## config.mk

```make
export PLATFORM = sky130hd
export DESIGN_NAME = pcot_top
export DESIGN_NICKNAME = d
export VERILOG_FILES = /design/src/design/pcot_pkg.sv /design/src/design/pcot_region.sv /design/src/design/pcot_top.sv
export VERILOG_INCLUDE_DIRS = /design/src /design/src/design
export SDC_FILE = /design/constraint.sdc
export NUM_CORES = 1
export LEC_CHECK = 0
export CAP_MARGIN = 20
export CORE_MARGIN = 8
export CORE_UTILIZATION = 60
export CTS_CLUSTER_SIZE = 25
export DETAILED_ROUTE_END_ITERATION = 10
export DONT_BUFFER_PORTS = 1
export PLACE_DENSITY = 0.76
export SLEW_MARGIN = 20
export SYNTH_ARGS = -nofsm -noshare
export SYNTH_HDL_FRONTEND = slang
export SYNTH_SLANG_ARGS = --single-unit
```

## constraint.sdc

```tcl
create_clock -name clk_sys -period 14.47 [get_ports clk_sys]
set_clock_uncertainty 0.1 [all_clocks]
set_input_delay 2.894 -clock clk_sys [delete_from_list [all_inputs] [get_ports clk_sys]]
set_output_delay 2.894 -clock clk_sys [all_outputs]
set_load 0.01 [all_outputs]
```

## src/design/pcot_map.svh

```systemverilog
// constant map for the pcie outbound translation and power block
// assumes a 250 MHz core clock and 32-bit word registers
`ifndef PCOT_MAP_SVH
`define PCOT_MAP_SVH
`define PCOT_OFS_REGION_SEL 8'h00
`define PCOT_OFS_TLP_HDR 8'h04
`define PCOT_OFS_REGION_CTL 8'h08
`define PCOT_OFS_BASE_LOW 8'h0c
`define PCOT_OFS_LIMIT 8'h10
`define PCOT_OFS_TGT_LOW 8'h14
`define PCOT_OFS_TGT_HIGH 8'h18
`define PCOT_OFS_SYSBUS_CFG 8'h1c
`define PCOT_OFS_DMA_CFG 8'h20
`define PCOT_OFS_PWR_STAT 8'h24
`define PCOT_OFS_EV_STICKY 8'h28
`define PCOT_OFS_EV_ENABLE 8'h2c
`define PCOT_OFS_IRQ_IDENT 8'h30
`define PCOT_OFS_WAKE_CFG 8'h34
`define PCOT_OFS_AUX_CFG 8'h38
`define PCOT_OFS_INTR_COMMON 8'h3c
`define PCOT_OFS_SOFT_RST 8'h40
`define PCOT_WIN_SEL 2'h3
`define PCOT_AUX_FORCE 2'h3
`define PCOT_PM_D0 2'h0
`define PCOT_PM_D3 2'h3
`define PCOT_BE_ALL 4'hf
`define PCOT_TGT_SHIFT 16
`define PCOT_SOFT_RST_MS 100
`define PCOT_CLK_KHZ 250000
`define PCOT_RST_HOLD_CYC (`PCOT_SOFT_RST_MS * `PCOT_CLK_KHZ)
`endif

```

## src/design/pcot_pkg.sv

```systemverilog
// types shared by the outbound translation block
// assumes pcot_map.svh supplies the numeric constants
package pcot_pkg;
  typedef struct packed {
    logic [31:0] addr;
    logic write;
    logic from_dma;
  } pcot_req_s;
  typedef struct packed {
    logic [63:0] addr;
    logic write;
    logic [1:0] attr;
    logic td;
    logic [2:0] tc;
    logic [4:0] ttype;
    logic [7:0] msg;
    logic poisoned;
    logic [3:0] be;
  } pcot_tlp_s;
  typedef struct packed {
    logic en;
    logic [1:0] attr;
    logic td;
    logic [2:0] tc;
    logic [4:0] ttype;
    logic [7:0] msg;
    logic [15:0] base;
    logic [15:0] limit;
    logic [15:0] tgt_lo;
    logic [31:0] tgt_hi;
  } pcot_region_s;
endpackage : pcot_pkg

```

## src/design/pcot_region.sv

```systemverilog
// one address translation region: window match and address forming
// assumes its configuration comes from registers on the same clock
`timescale 1ns/1ns
`default_nettype none
`include "pcot_map.svh"
module pcot_region (
  input wire logic clk_sys,
  input wire logic reset,
  input wire pcot_pkg::pcot_region_s cfg,
  input wire logic [31:0] addr,
  input wire logic offset_sel,
  output logic hit,
  output logic [63:0] paddr
);
  import pcot_pkg::*;
  logic [15:0] key;
  // source offset select sets key bit 14, lifting that source's keys by 0x4000
  assign key = {1'b0, offset_sel, addr[29:16]};
  assign hit = cfg.en && key >= cfg.base && key <= cfg.limit;
  // 64 kilobyte target plus low thirty address bits
  assign paddr = ({16'h0000, cfg.tgt_hi, cfg.tgt_lo} << `PCOT_TGT_SHIFT)
               + {34'h0, addr[29:0]};
endmodule : pcot_region
`default_nettype wire

```

## src/design/pcot_top.sv

```systemverilog
// outbound pcie translation, power reporting, wake and soft reset
// assumes avalon-mm master, request source and tlp sink on clk_sys
`timescale 1ns/1ns
`default_nettype none
`include "pcot_map.svh"
module pcot_top #(
  parameter int unsigned RST_HOLD_CYC = `PCOT_RST_HOLD_CYC
) (
  input wire logic clk_sys,
  input wire logic reset,
  input wire logic [7:0] avs_address,
  input wire logic avs_read,
  input wire logic avs_write,
  input wire logic [31:0] avs_writedata,
  input wire logic [3:0] avs_byteenable,
  output var logic [31:0] avs_readdata,
  output logic avs_waitrequest,
  input wire logic req_valid,
  input wire pcot_pkg::pcot_req_s req,
  output logic req_ready,
  output var logic req_err,
  output var logic tlp_valid,
  output var pcot_pkg::pcot_tlp_s tlp,
  input wire logic tlp_ready,
  input wire logic [1:0] power_state_field,
  input wire logic pme_enable,
  input wire logic [1:0] irq_status,
  input wire logic [1:0] irq_enabled,
  input wire logic pcie_inband_rst,
  output var logic pme_o,
  output logic cpu_irq,
  output logic aux_force,
  output var logic beacon_o,
  output var logic wake_o,
  output var logic wake_oe,
  output logic mac_rst,
  output logic chip_rst
);
  import pcot_pkg::*;

  pcot_region_s region_q [2];
  logic idx_q;
  logic sb_off_q, sb_poison_q, dma_off_q, no_wake_q;
  logic [3:0] sb_be_q;
  logic ev_q, ev_en_q;
  logic beacon_disable_q, wake_polarity_q, wake_od_q;
  logic [1:0] aux_q, pm_prev_q, irq_prev_q;
  logic soft_q, reinit, ack_q;
  logic [31:0] hold_cnt_q, rdata, wmerge;
  logic wr_go, ev_clr, acc, down, d3, trig;
  logic [1:0] hit;
  logic [63:0] paddr [2];
  pcot_region_s sel;
  pcot_tlp_s tlp_d;

  function automatic logic [31:0] merge(input logic [31:0] old_v,
      input logic [31:0] new_v, input logic [3:0] be);
    logic [31:0] r;
    r = old_v;
    for (int i = 0; i < 4; i++) begin
      if (be[i]) begin
        r[i*8 +: 8] = new_v[i*8 +: 8];
      end
    end
    return r;
  endfunction : merge

  // avalon slave: one wait cycle, then write lands and data stands
  assign avs_waitrequest = (avs_read || avs_write) && !ack_q;
  assign wr_go = avs_write && ack_q;
  assign sel = region_q[idx_q];
  // byte lanes merged over the current field value
  assign wmerge = merge(rdata, avs_writedata, avs_byteenable);

  always_ff @(posedge clk_sys or posedge reset) begin
    if (reset) begin
      ack_q <= 1'b0;
    end else begin
      ack_q <= (avs_read || avs_write) && !ack_q;
    end
  end

  always_comb begin
    rdata = 32'h0000_0000;
    case (avs_address)
      `PCOT_OFS_REGION_SEL: rdata = {31'h0, idx_q};
      `PCOT_OFS_TLP_HDR:
        rdata = {19'h0, sel.ttype, 1'b0, sel.tc, 1'b0, sel.td, sel.attr};
      `PCOT_OFS_REGION_CTL: rdata = {sel.en, 23'h0, sel.msg};
      `PCOT_OFS_BASE_LOW: rdata = {16'h0, sel.base};
      `PCOT_OFS_LIMIT: rdata = {16'h0, sel.limit};
      `PCOT_OFS_TGT_LOW: rdata = {16'h0, sel.tgt_lo};
      `PCOT_OFS_TGT_HIGH: rdata = sel.tgt_hi;
      `PCOT_OFS_SYSBUS_CFG: rdata = {24'h0, sb_be_q, 2'h0, sb_poison_q, sb_off_q};
      `PCOT_OFS_DMA_CFG: rdata = {31'h0, dma_off_q};
      `PCOT_OFS_PWR_STAT: rdata = {30'h0, power_state_field};
      `PCOT_OFS_EV_STICKY: rdata = {31'h0, ev_q};
      `PCOT_OFS_EV_ENABLE: rdata = {31'h0, ev_en_q};
      `PCOT_OFS_IRQ_IDENT: rdata = {31'h0, cpu_irq};
      `PCOT_OFS_WAKE_CFG: rdata = {29'h0, wake_od_q, wake_polarity_q, beacon_disable_q};
      `PCOT_OFS_AUX_CFG: rdata = {30'h0, aux_q};
      `PCOT_OFS_INTR_COMMON: rdata = {31'h0, no_wake_q};
      `PCOT_OFS_SOFT_RST: rdata = {31'h0, soft_q};
      default: rdata = 32'h0000_0000;
    endcase
  end

  always_ff @(posedge clk_sys or posedge reset) begin
    if (reset) begin
      avs_readdata <= 32'h0000_0000;
    end else if (avs_read && !ack_q) begin
      avs_readdata <= rdata;
    end
  end

  // region registers, reached through the region index
  always_ff @(posedge clk_sys or posedge reset) begin
    if (reset) begin
      region_q[0] <= '0;
      region_q[1] <= '0;
      idx_q <= 1'b0;
    end else if (reinit) begin
      region_q[0] <= '0;
      region_q[1] <= '0;
      idx_q <= 1'b0;
    end else if (wr_go) begin
      case (avs_address)
        `PCOT_OFS_REGION_SEL: idx_q <= avs_writedata[0];
        `PCOT_OFS_TLP_HDR: begin
          if (avs_byteenable[0]) begin
            region_q[idx_q].attr <= avs_writedata[1:0];
            region_q[idx_q].td <= avs_writedata[2];
            region_q[idx_q].tc <= avs_writedata[6:4];
          end
          if (avs_byteenable[1]) begin
            region_q[idx_q].ttype <= avs_writedata[12:8];
          end
        end
        `PCOT_OFS_REGION_CTL: begin
          if (avs_byteenable[0]) begin
            region_q[idx_q].msg <= avs_writedata[7:0];
          end
          if (avs_byteenable[3]) begin
            region_q[idx_q].en <= avs_writedata[31];
          end
        end
        `PCOT_OFS_BASE_LOW: region_q[idx_q].base <= wmerge[15:0];
        `PCOT_OFS_LIMIT: region_q[idx_q].limit <= wmerge[15:0];
        `PCOT_OFS_TGT_LOW: region_q[idx_q].tgt_lo <= wmerge[15:0];
        `PCOT_OFS_TGT_HIGH: region_q[idx_q].tgt_hi <= wmerge;
        default: ;
      endcase
    end
  end

  // loose configuration bits
  always_ff @(posedge clk_sys or posedge reset) begin
    if (reset) begin
      {sb_be_q, sb_poison_q, sb_off_q, dma_off_q} <= '0;
      {ev_en_q, no_wake_q, beacon_disable_q, wake_polarity_q, wake_od_q} <= '0;
      aux_q <= 2'h0;
    end else if (reinit) begin
      {sb_be_q, sb_poison_q, sb_off_q, dma_off_q} <= '0;
      {ev_en_q, no_wake_q, beacon_disable_q, wake_polarity_q, wake_od_q} <= '0;
      aux_q <= 2'h0;
    end else if (wr_go && avs_byteenable[0]) begin
      case (avs_address)
        `PCOT_OFS_SYSBUS_CFG: begin
          sb_off_q <= avs_writedata[0];
          sb_poison_q <= avs_writedata[1];
          sb_be_q <= avs_writedata[7:4];
        end
        `PCOT_OFS_DMA_CFG: dma_off_q <= avs_writedata[0];
        `PCOT_OFS_EV_ENABLE: ev_en_q <= avs_writedata[0];
        `PCOT_OFS_WAKE_CFG: begin
          beacon_disable_q <= avs_writedata[0];
          wake_polarity_q <= avs_writedata[1];
          wake_od_q <= avs_writedata[2];
        end
        `PCOT_OFS_AUX_CFG: aux_q <= avs_writedata[1:0];
        `PCOT_OFS_INTR_COMMON: no_wake_q <= avs_writedata[0];
        default: ;
      endcase
    end
  end

  assign aux_force = aux_q == `PCOT_AUX_FORCE;

  // translation regions
  for (genvar g = 0; g < 2; g++) begin : g_region
    pcot_region u_region (
      .clk_sys(clk_sys),
      .reset(reset),
      .cfg(region_q[g]),
      .addr(req.addr),
      .offset_sel(req.from_dma ? dma_off_q : sb_off_q),
      .hit(hit[g]),
      .paddr(paddr[g])
    );
  end

  // outbound request path, one tlp register
  assign req_ready = !tlp_valid || tlp_ready;
  assign acc = req_valid && req_ready;

  always_comb begin
    tlp_d = '0;
    tlp_d.write = req.write;
    if (hit[0]) begin
      tlp_d.addr = paddr[0];
      tlp_d.attr = region_q[0].attr;
      tlp_d.td = region_q[0].td;
      tlp_d.tc = region_q[0].tc;
      tlp_d.ttype = region_q[0].ttype;
      tlp_d.msg = region_q[0].msg;
    end else begin
      tlp_d.addr = paddr[1];
      tlp_d.attr = region_q[1].attr;
      tlp_d.td = region_q[1].td;
      tlp_d.tc = region_q[1].tc;
      tlp_d.ttype = region_q[1].ttype;
      tlp_d.msg = region_q[1].msg;
    end
    // poisoned and byte enables only for system bus sources
    tlp_d.poisoned = req.from_dma ? 1'b0 : sb_poison_q;
    tlp_d.be = req.from_dma ? `PCOT_BE_ALL : sb_be_q;
  end

  always_ff @(posedge clk_sys or posedge reset) begin
    if (reset) begin
      tlp_valid <= 1'b0;
      tlp <= '0;
      req_err <= 1'b0;
    end else begin
      req_err <= 1'b0;
      if (tlp_ready) begin
        tlp_valid <= 1'b0;
      end
      if (acc) begin
        if (req.addr[31:30] == `PCOT_WIN_SEL && |hit) begin
          tlp_valid <= 1'b1;
          tlp <= tlp_d;
        end else begin
          req_err <= 1'b1;
        end
      end
    end
  end

  // power state event, set beats clear
  assign ev_clr = wr_go && avs_address == `PCOT_OFS_EV_STICKY &&
                  avs_byteenable[0] && avs_writedata[0];
  always_ff @(posedge clk_sys or posedge reset) begin
    if (reset) begin
      ev_q <= 1'b0;
      pm_prev_q <= `PCOT_PM_D0;
    end else begin
      pm_prev_q <= power_state_field;
      if (power_state_field != pm_prev_q) begin
        ev_q <= 1'b1;
      end else if (ev_clr || reinit) begin
        ev_q <= 1'b0;
      end
    end
  end
  assign cpu_irq = ev_q && ev_en_q;

  // pme, beacon and wake
  assign down = power_state_field != `PCOT_PM_D0;
  assign d3 = power_state_field == `PCOT_PM_D3;
  assign trig = acc || (|((irq_status ^ irq_prev_q) & irq_enabled)
                        && !no_wake_q);
  always_ff @(posedge clk_sys or posedge reset) begin
    if (reset) begin
      irq_prev_q <= 2'h0;
      pme_o <= 1'b0;
      beacon_o <= 1'b0;
      wake_o <= 1'b0;
      wake_oe <= 1'b0;
    end else begin
      irq_prev_q <= irq_status;
      pme_o <= pme_enable && down && trig;
      beacon_o <= d3 && !beacon_disable_q;
      wake_o <= (d3 && beacon_disable_q) ~^ wake_polarity_q;
      wake_oe <= beacon_disable_q && (!wake_od_q || d3);
    end
  end

  // in-band reset reaches the mac alone
  assign mac_rst = pcie_inband_rst;

  // soft chip reset, held then self clearing with reinit
  assign reinit = soft_q && hold_cnt_q == RST_HOLD_CYC - 1;
  always_ff @(posedge clk_sys or posedge reset) begin
    if (reset) begin
      soft_q <= 1'b0;
      hold_cnt_q <= 32'h0000_0000;
    end else if (reinit) begin
      soft_q <= 1'b0;
      hold_cnt_q <= 32'h0000_0000;
    end else if (soft_q) begin
      hold_cnt_q <= hold_cnt_q + 32'h0000_0001;
    end else if (wr_go && avs_address == `PCOT_OFS_SOFT_RST &&
                 avs_byteenable[0] && avs_writedata[0]) begin
      soft_q <= 1'b1;
    end
  end
  assign chip_rst = soft_q;
endmodule : pcot_top
`default_nettype wire
```

==> results.yml <==
die:
  die_x_um: 202
  start_util: 0.606
  core_area_sq_mm: 0.0344
  top_level_ports: 225
  rows: 68
  die_area_sq_mm: 0.0409
  die_h_um: 202
finish:
  syn2layout_area_growth_pct: 8.29
  fillerInstances: 2753
  drive_above_1_share: 0.104
  finalNetCount: 2194
yosys:
  syn-num-nets: 2234
  ys_types: 91
  syn_area_per_cell_sq_um: 10.1
  synth_top_area_frac: 0.458
  yosys.area.top_type: "dfrtp_1"
  synth_edf_count: 0
  synth_commonest_cells: "dfrtp_1 (381), nand2_1 (263), nor2_1 (129)"
  ys_ff_latch: 381
  yosys_warnings: 0
  synthTopCellsByArea: "dfrtp_1 (46%), mux2i_1 (5.7%), a22o_1 (5.0%)"
  synth_area_sq_mm: 0.0208
  synthArstFlopShare: 1.00
  synth-main-ff-cell: "dfrtp_1"
  post-synth-top-count-cell: "dfrtp_1"
  netlist_instances: 2066
  ys_seq_area_frac: 0.458
cts:
  cts_tree: "yes"
  numCtsBuffers: 42
  post_cts_resized: 0
  cts-root-buf: "clkbuf_16"
  clk_path_buf_depth: 3
  post_cts_buffers: 0
  cts_htree_levels: 2
  clock-sinks: 381
  clk_pin_slew_ns: 0.06
  cts_hold_buf: 0
  clock_latency_ns: 0.57
worst_setup_path:
  path_class: "in2reg"
  worst_setup_path_start_kind: "input port"
  critPathArrivalTime_ns: 8.10
  rr_startpoint: "dma_off_q"
  cp-end-kind: "register"
  regToRegEndpoint: "tlp[79]"
  cp_max_fo: 30
  required_ns: 14.80
  rr_worst_depth: 18
  r2r_slack_ns: 8.66
sta:
  fin_crit_ns: 7.77
  slew_violations: 0
  tns_ns: 0
  hold_violations: 0
  fmax_mhz: 129
  max-slew-margin-rel: 0.198
  worst_pin_slew_ns: 1.20
  fin_crit_sh: 0.537
  finalSetupViolCount: 0
  rsz0062_at_grt: "no"
drt:
  via_per_inst: 6.74
  routedWlPerCell_um: 26.1
  remaining_drc_errors: 0
  num_vias: 16900
  drtAntennaViolNets: 0
  drtPass1Iterations: 7
  drtIter0Drc: 2022
  wl_um: 65500
placed_design:
  place_hpwl_um: 46700
  gp_congestion: 0.972
  port_buffers: 0
grt:
  antenna_found_initial: 1
  grt_pass1_wl_um: 101000
  overflow: 0
  grt_util_all_layers: 0.313
  grt_max_degree: 101
  grt_pass1_vias: 16900
outcome:
  status: "finished, final reports clean"
worst_hold_path:
  hp-start: "hold_cnt_q[31]"
  hp-class: "reg2reg"
  hold_depth: 1
  hold_end: "hold_cnt_q[31]"
power:
  power_mw: 2.34
  irDropWorstVdd_mv: 0.104
  cellPowerDensity_mw_per_mm2: 104
  power.leakage_nw: 10.1
job:
  drv_cap: 0
[worst max-delay path, cell delays in order]
cell and delay (ns):
mux2_2 0.40, ha_1 0.33, nand4b_1 0.17, a2111oi_0 0.37
nor3_1 0.19, o21ai_4 0.25, buf_4 0.54, mux2_2 0.41
ha_1 0.33, a21o_1 0.15, a21oi_2 0.09, o31ai_4 0.31
or4b_4 0.56, a21oi_2 0.30, and3_1 0.28, nor2_1 0.08
xnor2_1 0.12, mux2_2 0.26
[routing by layer]
| layer | up-vias | track usage | wire length, um | share of wire |
|---|---|---|---|---|
| met1 | 8346 | 0.405 | 25200 | 0.39 |
| met3 | 213 | 0.0785 | 6730 | 0.10 |
| met4 | 0 | 0.141 | 3560 | 0.054 |
| li1 | 7421 | - | - | - |
| met5 | - | 0 | 0 | 0 |
| met2 | 956 | 0.491 | 30000 | 0.46 |
[metrics by stage]
step,worst slack [ns],utilization,hold WS (ns),cells,instance area [sq um]
3_3_place_gp,6.46,0.612,0.364,2437,21000
2_1_floorplan,0.890,-,0.346,2066,20800
4_1_cts,6.78,0.656,0.381,2513,22500
3_5_place_dp,6.26,0.612,0.370,2437,21000
6_report,6.70,0.656,0.379,2514,22600
5_1_grt,6.43,0.656,0.390,2513,22600
[cell families after synthesis]
kind of cell | synth area share
xor gates and xnor gates | 0.0357
buffers and inverters | 0.0409
DFF | 0.458
and+or+nand+nor | 0.144
AOI/OAI and AO/OA | 0.181
adders and majority gates | 0.0460
muxes | 0.0947
[placed cells by master, fill, tap and decap left out, types with 17 or more instances in the layout]
| master | synthesis | routed |
|---|---|---|
| ha_1 | 75 | 75 |
| xor2_1 | 28 | 28 |
| o21ai_0 | 111 | 111 |
| nand2b_1 | 21 | 20 |
| o2bb2ai_1 | 22 | 22 |
| nor3_1 | 26 | 24 |
| inv_1 | 81 | 80 |
| nor2_1 | 129 | 127 |
| mux2i_1 | 118 | 117 |
| nand4_1 | 33 | 33 |
| clkbuf_16 | 0 | 42 |
| xnor2_1 | 57 | 57 |
| nand3_1 | 55 | 55 |
| o211ai_1 | 17 | 17 |
| a22o_1 | 118 | 118 |
| nand2_1 | 263 | 263 |
| o21ai_1 | 61 | 60 |
| a21oi_1 | 54 | 54 |
| mux2_2 | 57 | 57 |
| dfrtp_1 | 381 | 380 |
| and3_1 | 26 | 26 |
[area by class of cell]
cell class | count | area [sq um] | share of cell area
diodes | 1 | 2.50 | 0.000111
well taps | 455 | 569 | 0.0252
repair buffers | 17 | 131 | 0.00582
clock inverters | 20 | 328 | 0.0145
flip-flops and latches | 381 | 9540 | 0.423
clock buffers | 56 | 1170 | 0.0520
multi-input cells | 1501 | 10500 | 0.465
inverters | 83 | 319 | 0.0141
[sequential cells by signal, indices dropped and copies added, names as in the netlist, 2 cells and up]
name / cells
hold_cnt_q: 32
aux_q: 2
pm_prev_q: 2
avs_readdata: 32
region_q: 200
irq_prev_q: 2
tlp: 89
sb_be_q: 4
[worst max-delay path by stage]
| stage | to | start | slack (ns) |
|---|---|---|---|
| CTS | tlp[79] | req[0] | 6.78 |
| detailed placement | tlp[79] | req[0] | 6.26 |
| finish | tlp[79] | req[0] | 6.70 |
| floorplan | ack_q | reset | 0.89 |
| global placement | tlp[79] | req[0] | 6.46 |
| global route | tlp[78] | req[0] | 6.43 |
[power breakdown]
group	switching [mW]	internal, mW	total [mW]
sequential	0.00618	1.07	1.08
combinational	0.0704	0.0292	0.0996
clock	0.461	0.702	1.16
No activity file was read; power rests on OpenSTA's default activity.
